--- src/secondary_irq_pkg.sv ---
// Constants for the secondary interrupt status and mask block
// Behaviour
// RULE1 - Thermal warning bit 1 sets on either edge
// RULE2 - Writing one clears status bit; zero keeps
// RULE3 - Set mask bit blocks its primary line
// RULE4 - Status one bits record regardless of mask
// RULE5 - All mask bits reset to one
// RULE6 - Mask zero passes event, one blocks
// RULE7 - Sixteen pin status bits feed pin primary
// RULE8 - Pin trigger condition comes from outside logic
// RULE9 - Pin status captures regardless of mask
// RULE10 - Each pin has own mask, same position
// RULE11 - Pins documented 1..12; all sixteen implemented
// RULE12 - Button bit 12 sets on either edge
// RULE13 - Timeout bit 11 sets on rising edge
// RULE14 - Masks gate primary only, never status
// RULE15 - Primary high while unmasked status set
// RULE16 - Sources synchronised; event beats clear
package secondary_irq_pkg;

   localparam int unsigned ADR_W = 17;
   localparam int unsigned IDX_W = 15;
   localparam int unsigned REG_W = 16;

   // Printed register indices; byte address is four times the index
   localparam logic [14:0] IDX_STATUS_ONE = 15'h4011;
   localparam logic [14:0] IDX_PIN_STATUS = 15'h4015;
   localparam logic [14:0] IDX_MASK_ONE   = 15'h4019;
   localparam logic [14:0] IDX_PIN_MASK   = 15'h401d;
   localparam logic [14:0] IDX_SUMM_STAT  = 15'h4020;
   localparam logic [14:0] IDX_SUMM_MASK  = 15'h4021;

   // Field positions in the first status and mask registers
   localparam int unsigned THERM_BIT   = 1;
   localparam int unsigned TIMEOUT_BIT = 11;
   localparam int unsigned BUTTON_BIT  = 12;

   // Summary register layout, one bit per primary line
   localparam int unsigned SUM_THERM   = 0;
   localparam int unsigned SUM_PIN     = 1;
   localparam int unsigned SUM_BUTTON  = 2;
   localparam int unsigned SUM_TIMEOUT = 3;
   localparam int unsigned SUM_W       = 4;

   // Source index inside the synchroniser vectors
   localparam int unsigned SRC_THERM   = 0;
   localparam int unsigned SRC_BUTTON  = 1;
   localparam int unsigned SRC_TIMEOUT = 2;
   localparam int unsigned SRC_N       = 3;

   // Reset values
   localparam logic [15:0] MASK_RESET   = 16'hffff;
   localparam logic [15:0] STATUS_RESET = 16'h0000;
   localparam logic [3:0]  SUMM_MASK_RESET = 4'hf;
   localparam logic [3:0]  SUMM_RESET   = 4'h0;

endpackage

--- src/secondary_irq_status_mask.sv ---
// Secondary interrupt status and mask registers behind a Wishbone slave
//
// The implementer's own choice: register access over Wishbone.
`timescale 1ns/1ps
`default_nettype none

module secondary_irq_status_mask (
   input  wire logic        sys_clk,             // System clock, 200 MHz
   input  wire logic        arst_n,              // Asynchronous reset, active low
   input  wire logic [16:0] wb_adr_i,            // Byte address
   input  wire logic [31:0] wb_dat_i,            // Write data
   input  wire logic [3:0]  wb_sel_i,            // Byte lane selects
   input  wire logic        wb_we_i,             // Write when high
   input  wire logic        wb_cyc_i,            // Bus cycle
   input  wire logic        wb_stb_i,            // Strobe
   output logic      [31:0] wb_dat_o,            // Read data
   output logic             wb_ack_o,            // Acknowledge
   input  wire logic        thermal_warning_in,  // Thermal warning level, async
   input  wire logic        button_pin_in,       // Power-button pin level, async
   input  wire logic        timeout_in,          // Watchdog timeout level, async
   input  wire logic [15:0] pin_event_n,         // Qualified pin event pulses
   output logic             thermal_primary_irq, // Thermal primary line
   output logic             pin_primary_irq,     // Pin primary line
   output logic             button_primary_irq,  // Button primary line
   output logic             timeout_primary_irq, // Timeout primary line
   output logic             irq                  // Summary interrupt
);

   // Edge detect arming and source events
   logic [2:0]  warm_reg;
   logic        armed;
   logic        thermal_warning_event;
   logic        button_edge_event;
   logic        timeout_event;

   // Register file
   logic [15:0] status_one_reg;
   logic [15:0] pin_status_reg;
   logic [15:0] mask_one_reg;
   logic [15:0] pin_mask_reg;
   logic [3:0]  summ_reg;
   logic [3:0]  summ_mask_reg;
   logic        ack_reg;
   logic [31:0] rd_data_reg;
   logic        irq_reg;

   // Primary lines and their previous values
   logic [3:0]  prim_next;
   logic [3:0]  prim_reg;
   logic [3:0]  prim_rise;

   // Bus decode
   logic        req;
   logic        take;
   logic        done;
   logic [14:0] word_idx;
   logic        hit_status_one;
   logic        hit_pin_status;
   logic        hit_mask_one;
   logic        hit_pin_mask;
   logic        hit_summ_stat;
   logic        hit_summ_mask;
   logic [15:0] lane;
   logic        wr;
   logic [15:0] wdata;
   logic [15:0] set_one;
   logic [15:0] clr_one;
   logic [15:0] clr_pin;
   logic [3:0]  clr_summ;
   logic [31:0] rd_data;

   // Edges ignored until the pipeline holds real samples,
   // so a level already high at reset is not a false edge
   always_ff @(posedge sys_clk or negedge arst_n) begin
      if (!arst_n) begin
         warm_reg <= 3'h0;
      end else begin
         warm_reg <= {warm_reg[1:0], 1'b1};
      end
   end

   assign armed = warm_reg[2];

   // One synchroniser per source; thermal and button count both edges
   level_edge_sync #(
      .BOTH_EDGES (1'b1)
   ) u_thermal_sync (
      .sys_clk  (sys_clk),
      .arst_n   (arst_n),
      .level_in (thermal_warning_in),
      .armed    (armed),
      .edge_out (thermal_warning_event)  // [RULE1] [RULE16]
   );

   level_edge_sync #(
      .BOTH_EDGES (1'b1)
   ) u_button_sync (
      .sys_clk  (sys_clk),
      .arst_n   (arst_n),
      .level_in (button_pin_in),
      .armed    (armed),
      .edge_out (button_edge_event)  // [RULE12]
   );

   level_edge_sync #(
      .BOTH_EDGES (1'b0)
   ) u_timeout_sync (
      .sys_clk  (sys_clk),
      .arst_n   (arst_n),
      .level_in (timeout_in),
      .armed    (armed),
      .edge_out (timeout_event)  // [RULE13]
   );

   // Wishbone classic: ack one cycle after the request, then dropped
   assign req  = wb_cyc_i & wb_stb_i;
   assign take = req & ~ack_reg;
   assign done = req & ack_reg;

   assign word_idx       = wb_adr_i[16:2];
   assign hit_status_one = (word_idx == secondary_irq_pkg::IDX_STATUS_ONE);
   assign hit_pin_status = (word_idx == secondary_irq_pkg::IDX_PIN_STATUS);
   assign hit_mask_one   = (word_idx == secondary_irq_pkg::IDX_MASK_ONE);
   assign hit_pin_mask   = (word_idx == secondary_irq_pkg::IDX_PIN_MASK);
   assign hit_summ_stat  = (word_idx == secondary_irq_pkg::IDX_SUMM_STAT);
   assign hit_summ_mask  = (word_idx == secondary_irq_pkg::IDX_SUMM_MASK);

   // Writes land on the edge that completes the cycle
   assign wr    = done & wb_we_i;
   assign lane  = {{8{wb_sel_i[1]}}, {8{wb_sel_i[0]}}};
   assign wdata = wb_dat_i[15:0];

   always_ff @(posedge sys_clk or negedge arst_n) begin
      if (!arst_n) begin
         ack_reg <= 1'b0;
      end else begin
         ack_reg <= take;
      end
   end

   assign wb_ack_o = ack_reg;

   // Event vector for the first status register
   always_comb begin
      set_one = 16'h0000;
      set_one[secondary_irq_pkg::THERM_BIT]   = thermal_warning_event; // [RULE1]
      set_one[secondary_irq_pkg::TIMEOUT_BIT] = timeout_event;         // [RULE13]
      set_one[secondary_irq_pkg::BUTTON_BIT]  = button_edge_event;     // [RULE12]
   end

   assign clr_one = (wr && hit_status_one) ? (wdata & lane) : 16'h0000; // [RULE2]
   assign clr_pin = (wr && hit_pin_status) ? (wdata & lane) : 16'h0000; // [RULE2]

   // Masks take no part, status always records
   sticky_status #(
      .W         (16),
      .RESET_VAL (secondary_irq_pkg::STATUS_RESET)
   ) u_status_one (
      .sys_clk  (sys_clk),
      .arst_n   (arst_n),
      .set_in   (set_one),
      .clr_in   (clr_one),
      .stat_out (status_one_reg)  // [RULE4] [RULE14] [RULE16]
   );

   // Pin events arrive already qualified by each pin's trigger mode;
   // pins above twelve kept until their use is confirmed
   sticky_status #(
      .W         (16),
      .RESET_VAL (secondary_irq_pkg::STATUS_RESET)
   ) u_pin_status (
      .sys_clk  (sys_clk),
      .arst_n   (arst_n),
      .set_in   (pin_event_n),
      .clr_in   (clr_pin),
      .stat_out (pin_status_reg)  // [RULE7] [RULE8] [RULE9] [RULE11]
   );

   always_ff @(posedge sys_clk or negedge arst_n) begin
      if (!arst_n) begin
         mask_one_reg <= secondary_irq_pkg::MASK_RESET; // [RULE5]
      end else if (wr && hit_mask_one) begin
         mask_one_reg <= (mask_one_reg & ~lane) | (wdata & lane);
      end
   end

   always_ff @(posedge sys_clk or negedge arst_n) begin
      if (!arst_n) begin
         pin_mask_reg <= secondary_irq_pkg::MASK_RESET; // [RULE5]
      end else if (wr && hit_pin_mask) begin
         pin_mask_reg <= (pin_mask_reg & ~lane) | (wdata & lane); // [RULE10]
      end
   end

   // Primary lines: unmasked status, mask one blocks
   always_comb begin
      prim_next = 4'h0;
      prim_next[secondary_irq_pkg::SUM_THERM] =
         status_one_reg[secondary_irq_pkg::THERM_BIT] &
         ~mask_one_reg[secondary_irq_pkg::THERM_BIT]; // [RULE3] [RULE6] [RULE15]
      prim_next[secondary_irq_pkg::SUM_PIN] =
         |(pin_status_reg & ~pin_mask_reg); // [RULE3] [RULE6] [RULE10] [RULE15]
      prim_next[secondary_irq_pkg::SUM_BUTTON] =
         status_one_reg[secondary_irq_pkg::BUTTON_BIT] &
         ~mask_one_reg[secondary_irq_pkg::BUTTON_BIT]; // [RULE3] [RULE12] [RULE15]
      prim_next[secondary_irq_pkg::SUM_TIMEOUT] =
         status_one_reg[secondary_irq_pkg::TIMEOUT_BIT] &
         ~mask_one_reg[secondary_irq_pkg::TIMEOUT_BIT]; // [RULE3] [RULE13] [RULE15]
   end

   always_ff @(posedge sys_clk or negedge arst_n) begin
      if (!arst_n) begin
         prim_reg <= 4'h0;
      end else begin
         prim_reg <= prim_next;
      end
   end

   assign thermal_primary_irq = prim_reg[secondary_irq_pkg::SUM_THERM];
   assign pin_primary_irq     = prim_reg[secondary_irq_pkg::SUM_PIN];
   assign button_primary_irq  = prim_reg[secondary_irq_pkg::SUM_BUTTON];
   assign timeout_primary_irq = prim_reg[secondary_irq_pkg::SUM_TIMEOUT];

   // Summary bits latch each primary line rising
   assign prim_rise = prim_next & ~prim_reg;

   // Read clears only the bits that were returned, so a bit set
   // between capture and ack is kept for the next read
   assign clr_summ = (done && !wb_we_i && hit_summ_stat) ? rd_data_reg[3:0] : 4'h0;

   sticky_status #(
      .W         (secondary_irq_pkg::SUM_W),
      .RESET_VAL (secondary_irq_pkg::SUMM_RESET)
   ) u_summary (
      .sys_clk  (sys_clk),
      .arst_n   (arst_n),
      .set_in   (prim_rise),
      .clr_in   (clr_summ),
      .stat_out (summ_reg)
   );

   always_ff @(posedge sys_clk or negedge arst_n) begin
      if (!arst_n) begin
         summ_mask_reg <= secondary_irq_pkg::SUMM_MASK_RESET;
      end else if (wr && hit_summ_mask && wb_sel_i[0]) begin
         summ_mask_reg <= wb_dat_i[3:0];
      end
   end

   always_ff @(posedge sys_clk or negedge arst_n) begin
      if (!arst_n) begin
         irq_reg <= 1'b0;
      end else begin
         irq_reg <= |(summ_reg & ~summ_mask_reg);
      end
   end

   assign irq = irq_reg;

   // Read mux; unmapped words read zero
   always_comb begin
      rd_data = 32'h0000_0000;
      if (hit_status_one) begin
         rd_data[15:0] = status_one_reg;
      end else if (hit_pin_status) begin
         rd_data[15:0] = pin_status_reg;
      end else if (hit_mask_one) begin
         rd_data[15:0] = mask_one_reg;
      end else if (hit_pin_mask) begin
         rd_data[15:0] = pin_mask_reg;
      end else if (hit_summ_stat) begin
         rd_data[3:0] = summ_reg;
      end else if (hit_summ_mask) begin
         rd_data[3:0] = summ_mask_reg;
      end
   end

   // Data captured with the request and held until the next one
   always_ff @(posedge sys_clk or negedge arst_n) begin
      if (!arst_n) begin
         rd_data_reg <= 32'h0000_0000;
      end else if (take) begin
         rd_data_reg <= rd_data;
      end
   end

   assign wb_dat_o = rd_data_reg;

endmodule

// Two-flop synchroniser with edge detect for one asynchronous level
module level_edge_sync #(
   parameter bit BOTH_EDGES = 1'b1
) (
   input  wire logic sys_clk,  // System clock
   input  wire logic arst_n,   // Asynchronous reset, active low
   input  wire logic level_in, // Asynchronous level
   input  wire logic armed,    // High once the pipeline holds real samples
   output logic      edge_out  // One-cycle pulse on a detected edge
);

   logic sync1_reg;
   logic sync2_reg;
   logic prev_reg;

   // Only sync2_reg reads sync1_reg, so no logic sees a metastable value
   always_ff @(posedge sys_clk or negedge arst_n) begin
      if (!arst_n) begin
         sync1_reg <= 1'b0;
         sync2_reg <= 1'b0;
      end else begin
         sync1_reg <= level_in; // [RULE16]
         sync2_reg <= sync1_reg;
      end
   end

   always_ff @(posedge sys_clk or negedge arst_n) begin
      if (!arst_n) begin
         prev_reg <= 1'b0;
      end else begin
         prev_reg <= sync2_reg;
      end
   end

   // Falling edges count only where the source asks for both
   assign edge_out = armed & (sync2_reg ^ prev_reg) & (BOTH_EDGES | sync2_reg); // [RULE16]

endmodule

// Sticky status word: a set in the same cycle as a clear wins
module sticky_status #(
   parameter int unsigned  W         = 16,
   parameter logic [W-1:0] RESET_VAL = '0
) (
   input  wire logic         sys_clk,  // System clock
   input  wire logic         arst_n,   // Asynchronous reset, active low
   input  wire logic [W-1:0] set_in,   // Event bits
   input  wire logic [W-1:0] clr_in,   // Bits to clear
   output logic      [W-1:0] stat_out  // Status word
);

   always_ff @(posedge sys_clk or negedge arst_n) begin
      if (!arst_n) begin
         stat_out <= RESET_VAL;
      end else begin
         stat_out <= (stat_out & ~clr_in) | set_in; // [RULE16]
      end
   end

endmodule

`default_nettype wire

--- config.mk ---
export PLATFORM = sky130hd
export DESIGN_NAME = secondary_irq_status_mask
export DESIGN_NICKNAME = d
export VERILOG_FILES = /design/src/secondary_irq_pkg.sv /design/src/secondary_irq_status_mask.sv
export SDC_FILE = /design/constraint.sdc
export NUM_CORES = 1
export LEC_CHECK = 0
export ABC_CLOCK_PERIOD_IN_PS = 1900
export BUFFER_PORTS_ARGS = -buffer_cell sky130_fd_sc_hd__buf_4
export CAP_MARGIN = 30
export CELL_PAD_IN_SITES_DETAIL_PLACEMENT = 2
export CELL_PAD_IN_SITES_GLOBAL_PLACEMENT = 2
export CORE_UTILIZATION = 35
export DETAILED_ROUTE_END_ITERATION = 10
export PLACE_DENSITY_LB_ADDON = 0.1
export SKIP_CTS_REPAIR_TIMING = 1
export SYNTH_ARGS = -nofsm -noshare
export SYNTH_HDL_FRONTEND = slang
export SYNTH_SLANG_ARGS = --single-unit
export TNS_END_PERCENT = 50
--- constraint.sdc ---
create_clock -name sys_clk -period 1.9 [get_ports sys_clk]
set_input_delay 0.285 -clock sys_clk [delete_from_list [all_inputs] [get_ports sys_clk]]
set_output_delay 0.285 -clock sys_clk [all_outputs]
set_load 0.01 [all_outputs]
# --- Word-level counts from Yosys, hierarchy flattened ---
# Index checks and enable logic that the tools add are counted.
word_totals:
  mem_count: 0
  reg_bits: 106
  latchBits: 0
  mem_bits_rw: 0
  in_bits: 77
  wordCells: 86
  mem_bits_ro: 0
op_classes:
  n_bitwise: 39
  add_sub_neg: 0
  muxes: 10
  n_shift: 0
  div_mod_pow: 0
  multipliers: 0
  n_eq_ne: 6
  n_lt_le_gt_ge: 0
  n_reduce_logical: 11
ops:
  columns: ["op", "count"]
  rows:
  - ["16-bit bitwise AND", 6]
  - ["15-bit == test, second input constant", 6]
  - ["16-bit two-way mux", 5]
  - ["16-bit NOT", 4]
  - ["16-bit bitwise OR", 3]
  - ["4-bit two-way mux", 4]
  - ["16-bit by 13-bit bitwise OR with 16-bit output", 1]
  - ["16-bit OR reduction", 1]
  - ["4-bit bitwise AND", 3]
  - ["12-bit two-way mux", 1]
  - ["4-bit NOT", 3]
  - ["1-bit bitwise AND", 11]
  - ["1-bit logical AND", 8]
  - ["1-bit NOT", 4]
  - ["4-bit bitwise OR", 1]
  - ["4-bit OR reduction", 1]
  - ["1-bit bitwise XOR", 3]
  - ["1-bit logical NOT", 1]

# --- Longest topological paths before layout ---
logic_depth:
  ltp_word: 8
  mapped_depth: 8

# --- Modules after synthesis ---
# A second synthesis with hierarchy kept.
unflattened:
  hier_cells: 457
  area_unflattened_um2: 5148.7
by_module_without_submodules:
  columns: ["mod", "seq_area_each_um2", "area_per_inst_um2", "instances", "cells_per_inst"]
  rows:
  - ["secondary_irq_status_mask", 1571.5, 3578.4, 1, 335]
  - ["sticky_status (u_pin_status ...)", 400.4, 580.6, 2, 48]
  - ["level_edge_sync (u_button_sync ...)", 75.1, 90.1, 2, 5]
  - ["sticky_status (u_summary)", 100.1, 145.1, 1, 12]
  - ["level_edge_sync (u_timeout_sync)", 75.1, 83.8, 1, 4]

# --- Worst setup path after synthesis ---
# No wires, ideal clock.
synth_path:
  path_type: "input port to flip-flop"
  from: "input port wb_adr_i[2]"
  to: "register u_pin_status.stat_out[10]"
  n_path_buf: 2
  setup_time_ns: 0.118
  path_stages: 7
  t_required_ns: 1.782
  t_arrival_ns: 1.620
  path_slack_ns: 0.162
  cell_sequence: "buf_2 > and3b_1 > nand4_2 > buf_6 > nor4_4 > nand2_1 > a21o_1"
synth_via:
  elab_chain_len: 6
synth_rtl:
  columns: ["item", "line", "source"]
  rows:
  - ["from (decl)", "secondary_irq_status_mask.sv:10", "input wire logic [16:0] wb_adr_i,"]
  - ["15-bit == test", "secondary_irq_status_mask.sv:122", "assign hit_pin_status = (word_idx == secondary_irq_pkg::IDX_PIN_STATUS);"]
  - ["1-bit logical AND", "secondary_irq_status_mask.sv:152", "assign clr_pin = (wr && hit_pin_status) ? (wdata & lane) : 16'h0000;"]
  - ["16-bit two-way mux", "secondary_irq_status_mask.sv:152", null]
  - ["16-bit NOT", "secondary_irq_status_mask.sv:346", "stat_out <= (stat_out & ~clr_in) | set_in;"]
  - ["16-bit bitwise AND", "secondary_irq_status_mask.sv:346", null]
  - ["16-bit bitwise OR", "secondary_irq_status_mask.sv:346", null]
  - ["to (signal assigned)", "secondary_irq_status_mask.sv:346", null]
  - ["to (decl)", "secondary_irq_status_mask.sv:339", "output logic [W-1:0] stat_out"]
# Every way passes these cells.
# A chain may end at the register's enable or synchronous reset.

==> impl_metrics.ini <==
[outcome]
run_status = complete, no violations

[global_routing]
grt_overflow_total = 0
global_route.usage.total_pct = 20.5
grt_max_degree = 107
vias_in_the_first_global_route = 3910
grt_pass1_wl_mm = 22.2
antenna_violations_before_repair = 0

[worst_setup_path]
critPathArrivalTime_ps = 2040
end_kind = flop
startpoint = wb_ack_o
crit_required_ps = 2180
regToRegStartpoint = wb_ack_o
setup.worst_path.start_class = flop
worst-path-max-fanout = 8
timing_worst_setup_path_type = flop to flop

[clock_tree]
cts_inserted_buffers = 9
clock_tree.buffer_depth = 2
cts.clk_slew.worst_paths_ps = 70
clock_root_buffer_master = sky130_fd_sc_hd__clkbuf_16
tritoncts_clock_tree = built
insertion_delay_ps = 360
clock_sinks = 106
htree_levels = 3

[sta]
grt_setup_unrepaired = false
worst_clock_skew_ps = 7.20
timing.final.setup_violations = 0
fmax_mhz = 570
final.min_clock_period_ps = 1750
tns_ps = 0
final_min_period_over_clock_period_pct = 92.3
hold_viol = 0
tightest_slew_ps = 577
max_slew_margin_pct = 61.5
timing_max_transition_violations_final = 0

[synthesis]
synth-main-ff-cell = sky130_fd_sc_hd__dfrtp_1
synthesis.yosys.warnings = 0
syn_avg_cell_area_um2 = 11.8
synth_seq_area_share_pct = 54.7
synth_top_area_share_pct = 35.6
synth_top_cell_by_area = sky130_fd_sc_hd__dfrtp_1
synth_most_common_cell = sky130_fd_sc_hd__dfrtp_1
synth.cell_area_um2 = 4930
synth.ff_latch_count = 106
synth-edff-count = 0
yosys-top-cells-area = sky130_fd_sc_hd__dfrtp_1, sky130_fd_sc_hd__dfstp_2, sky130_fd_sc_hd__mux2_1
ys_types = 50
synthesis.instances = 418
synth-async-reset-ratio_pct = 100
ys_top_cells_by_count = sky130_fd_sc_hd__dfrtp_1, sky130_fd_sc_hd__nand2_1, sky130_fd_sc_hd__dfstp_2

[floorplanning]
floorplan.initialDensity_pct = 36.5
die_height_um = 121
ioPinCount = 115
dieArea_um2 = 14600
floorplan.rows = 42
die_width_um = 121
placeableCoreArea_um2 = 13500

[placement]
portBuffers = 78
place.gp.congestion = 0.766
post-dp-hpwl_mm = 10.3

[drt]
number_of_antenna_violating_nets_in_the_routed_design = 0
drt-wirelength-per-cell_um = 19.6
drtPass1Iterations = 4
drt-total-wl_mm = 13.8
via_count = 3523
detailedRoute.firstIterationViolations = 89
detail_route.vias_per_cell = 5.01
drc = 0

[final_layout]
fin_nets = 599
syn2layout_area_growth_pct = 24.7
drive_above_1_share_pct = 34.3
num_antenna_cells = 0

[pwr]
finalPower_mw = 4.53
static-leakage-power_nw = 2.70
max-vdd-ir-drop_v = 0.000611
power-per-cell-area_nw_per_um2 = 738

[job]
cap_viol_max_count = 0

[min_path]
timing.hold.worst.class = input port to asynchronous set/reset pin
==> power breakdown <==
part / total (mW) / internal, mW / leakage, nW / switching, mW
sequential: 2.30 / 2.29 / 1.17 / 0.0182
clock: 1.88 / 1.06 / 0.137 / 0.822
combinational: 0.345 / 0.144 / 1.40 / 0.201
==> worst paths after layout <==
path / end / slack [ps] / cells past startpoint
hold / removal: warm_reg[2] / 10 / 2
max in group asynchronous: wb_dat_o[14] / 1470 / 2
setup reg to reg: flop / 150 / 4
hold reg to reg: u_thermal_sync.sync2_reg / 350 / 0
min in group sys_clk: u_button_sync.sync1_reg / 40 / 1
setup / recovery: flop / 150 / 4
==> critical path, stage by stage, from the launching register on <==
cell	delay [ps]
sky130_fd_sc_hd__dfrtp_1	420
sky130_fd_sc_hd__nand4_4	210
sky130_fd_sc_hd__nor4_4	360
sky130_fd_sc_hd__nand3_2	290
sky130_fd_sc_hd__mux2_1	410
==> stage by stage <==
stage	util, %	cell area [um^2]	std cells	worst slack [ps]	hold WS, ps
after floorplan	-	4980	433	162	-10.6
after global placement	43.3	5850	687	-163	332
after detailed placement	43.3	5850	687	-187	337
after CTS	45.5	6140	703	108	23.0
after global routing	45.5	6140	703	30.7	19.6
final	45.5	6140	703	146	13.8
==> area by class of cell <==
class / instances / area [um^2]
clock inverter: 2 / 37.5
clock buffer: 14 / 254
inverter: 27 / 101
fill: 1373 / 7360
sequential: 106 / 2700
multi-input combinational: 270 / 2000
timing repair buffer: 108 / 836
tap: 176 / 220
==> cells by family (layout without fill, tap and decap cells) <==
family / count (synthesis) / after routing / synth area share, %
other: 2 / 17 / 0.152
AOI/OAI and AO/OA: 95 / 95 / 13.3
DFF: 106 / 106 / 54.7
xor gates and xnor gates: 2 / 2 / 0.356
muxes: 49 / 49 / 11.1
buffers and inverters: 57 / 151 / 5.84
and+or+nand+nor: 107 / 107 / 14.4
==> routing by layer <==
metal | up-vias | GRT usage [%] | share of wire (%)
li1 | 1647 | - | -
met2 | 67 | 35.0 | 50
met1 | 1798 | 26.2 | 45
met3 | 11 | 5.05 | 3.4
met5 | - | 0 | 0
met4 | 0 | 4.86 | 1.1
==> cells in the final DEF (no fill, tap or decap), types with 5 or more instances in the layout <==
master and count:
sky130_fd_sc_hd__a211oi_1 14, sky130_fd_sc_hd__a21boi_0 13, sky130_fd_sc_hd__a21o_1 16, sky130_fd_sc_hd__a22o_1 5, sky130_fd_sc_hd__buf_4 106, sky130_fd_sc_hd__clkbuf_16 9, sky130_fd_sc_hd__conb_1 17, sky130_fd_sc_hd__dfrtp_1 70
sky130_fd_sc_hd__dfstp_2 36, sky130_fd_sc_hd__inv_1 27, sky130_fd_sc_hd__mux2_1 34, sky130_fd_sc_hd__mux2i_1 11, sky130_fd_sc_hd__nand2_1 42, sky130_fd_sc_hd__nand2b_1 5, sky130_fd_sc_hd__nor2_1 16, sky130_fd_sc_hd__nor3_1 13
sky130_fd_sc_hd__nor4_4 8, sky130_fd_sc_hd__o21ai_1 23, sky130_fd_sc_hd__o22ai_1 5
(Power assumes the default switching activity.)
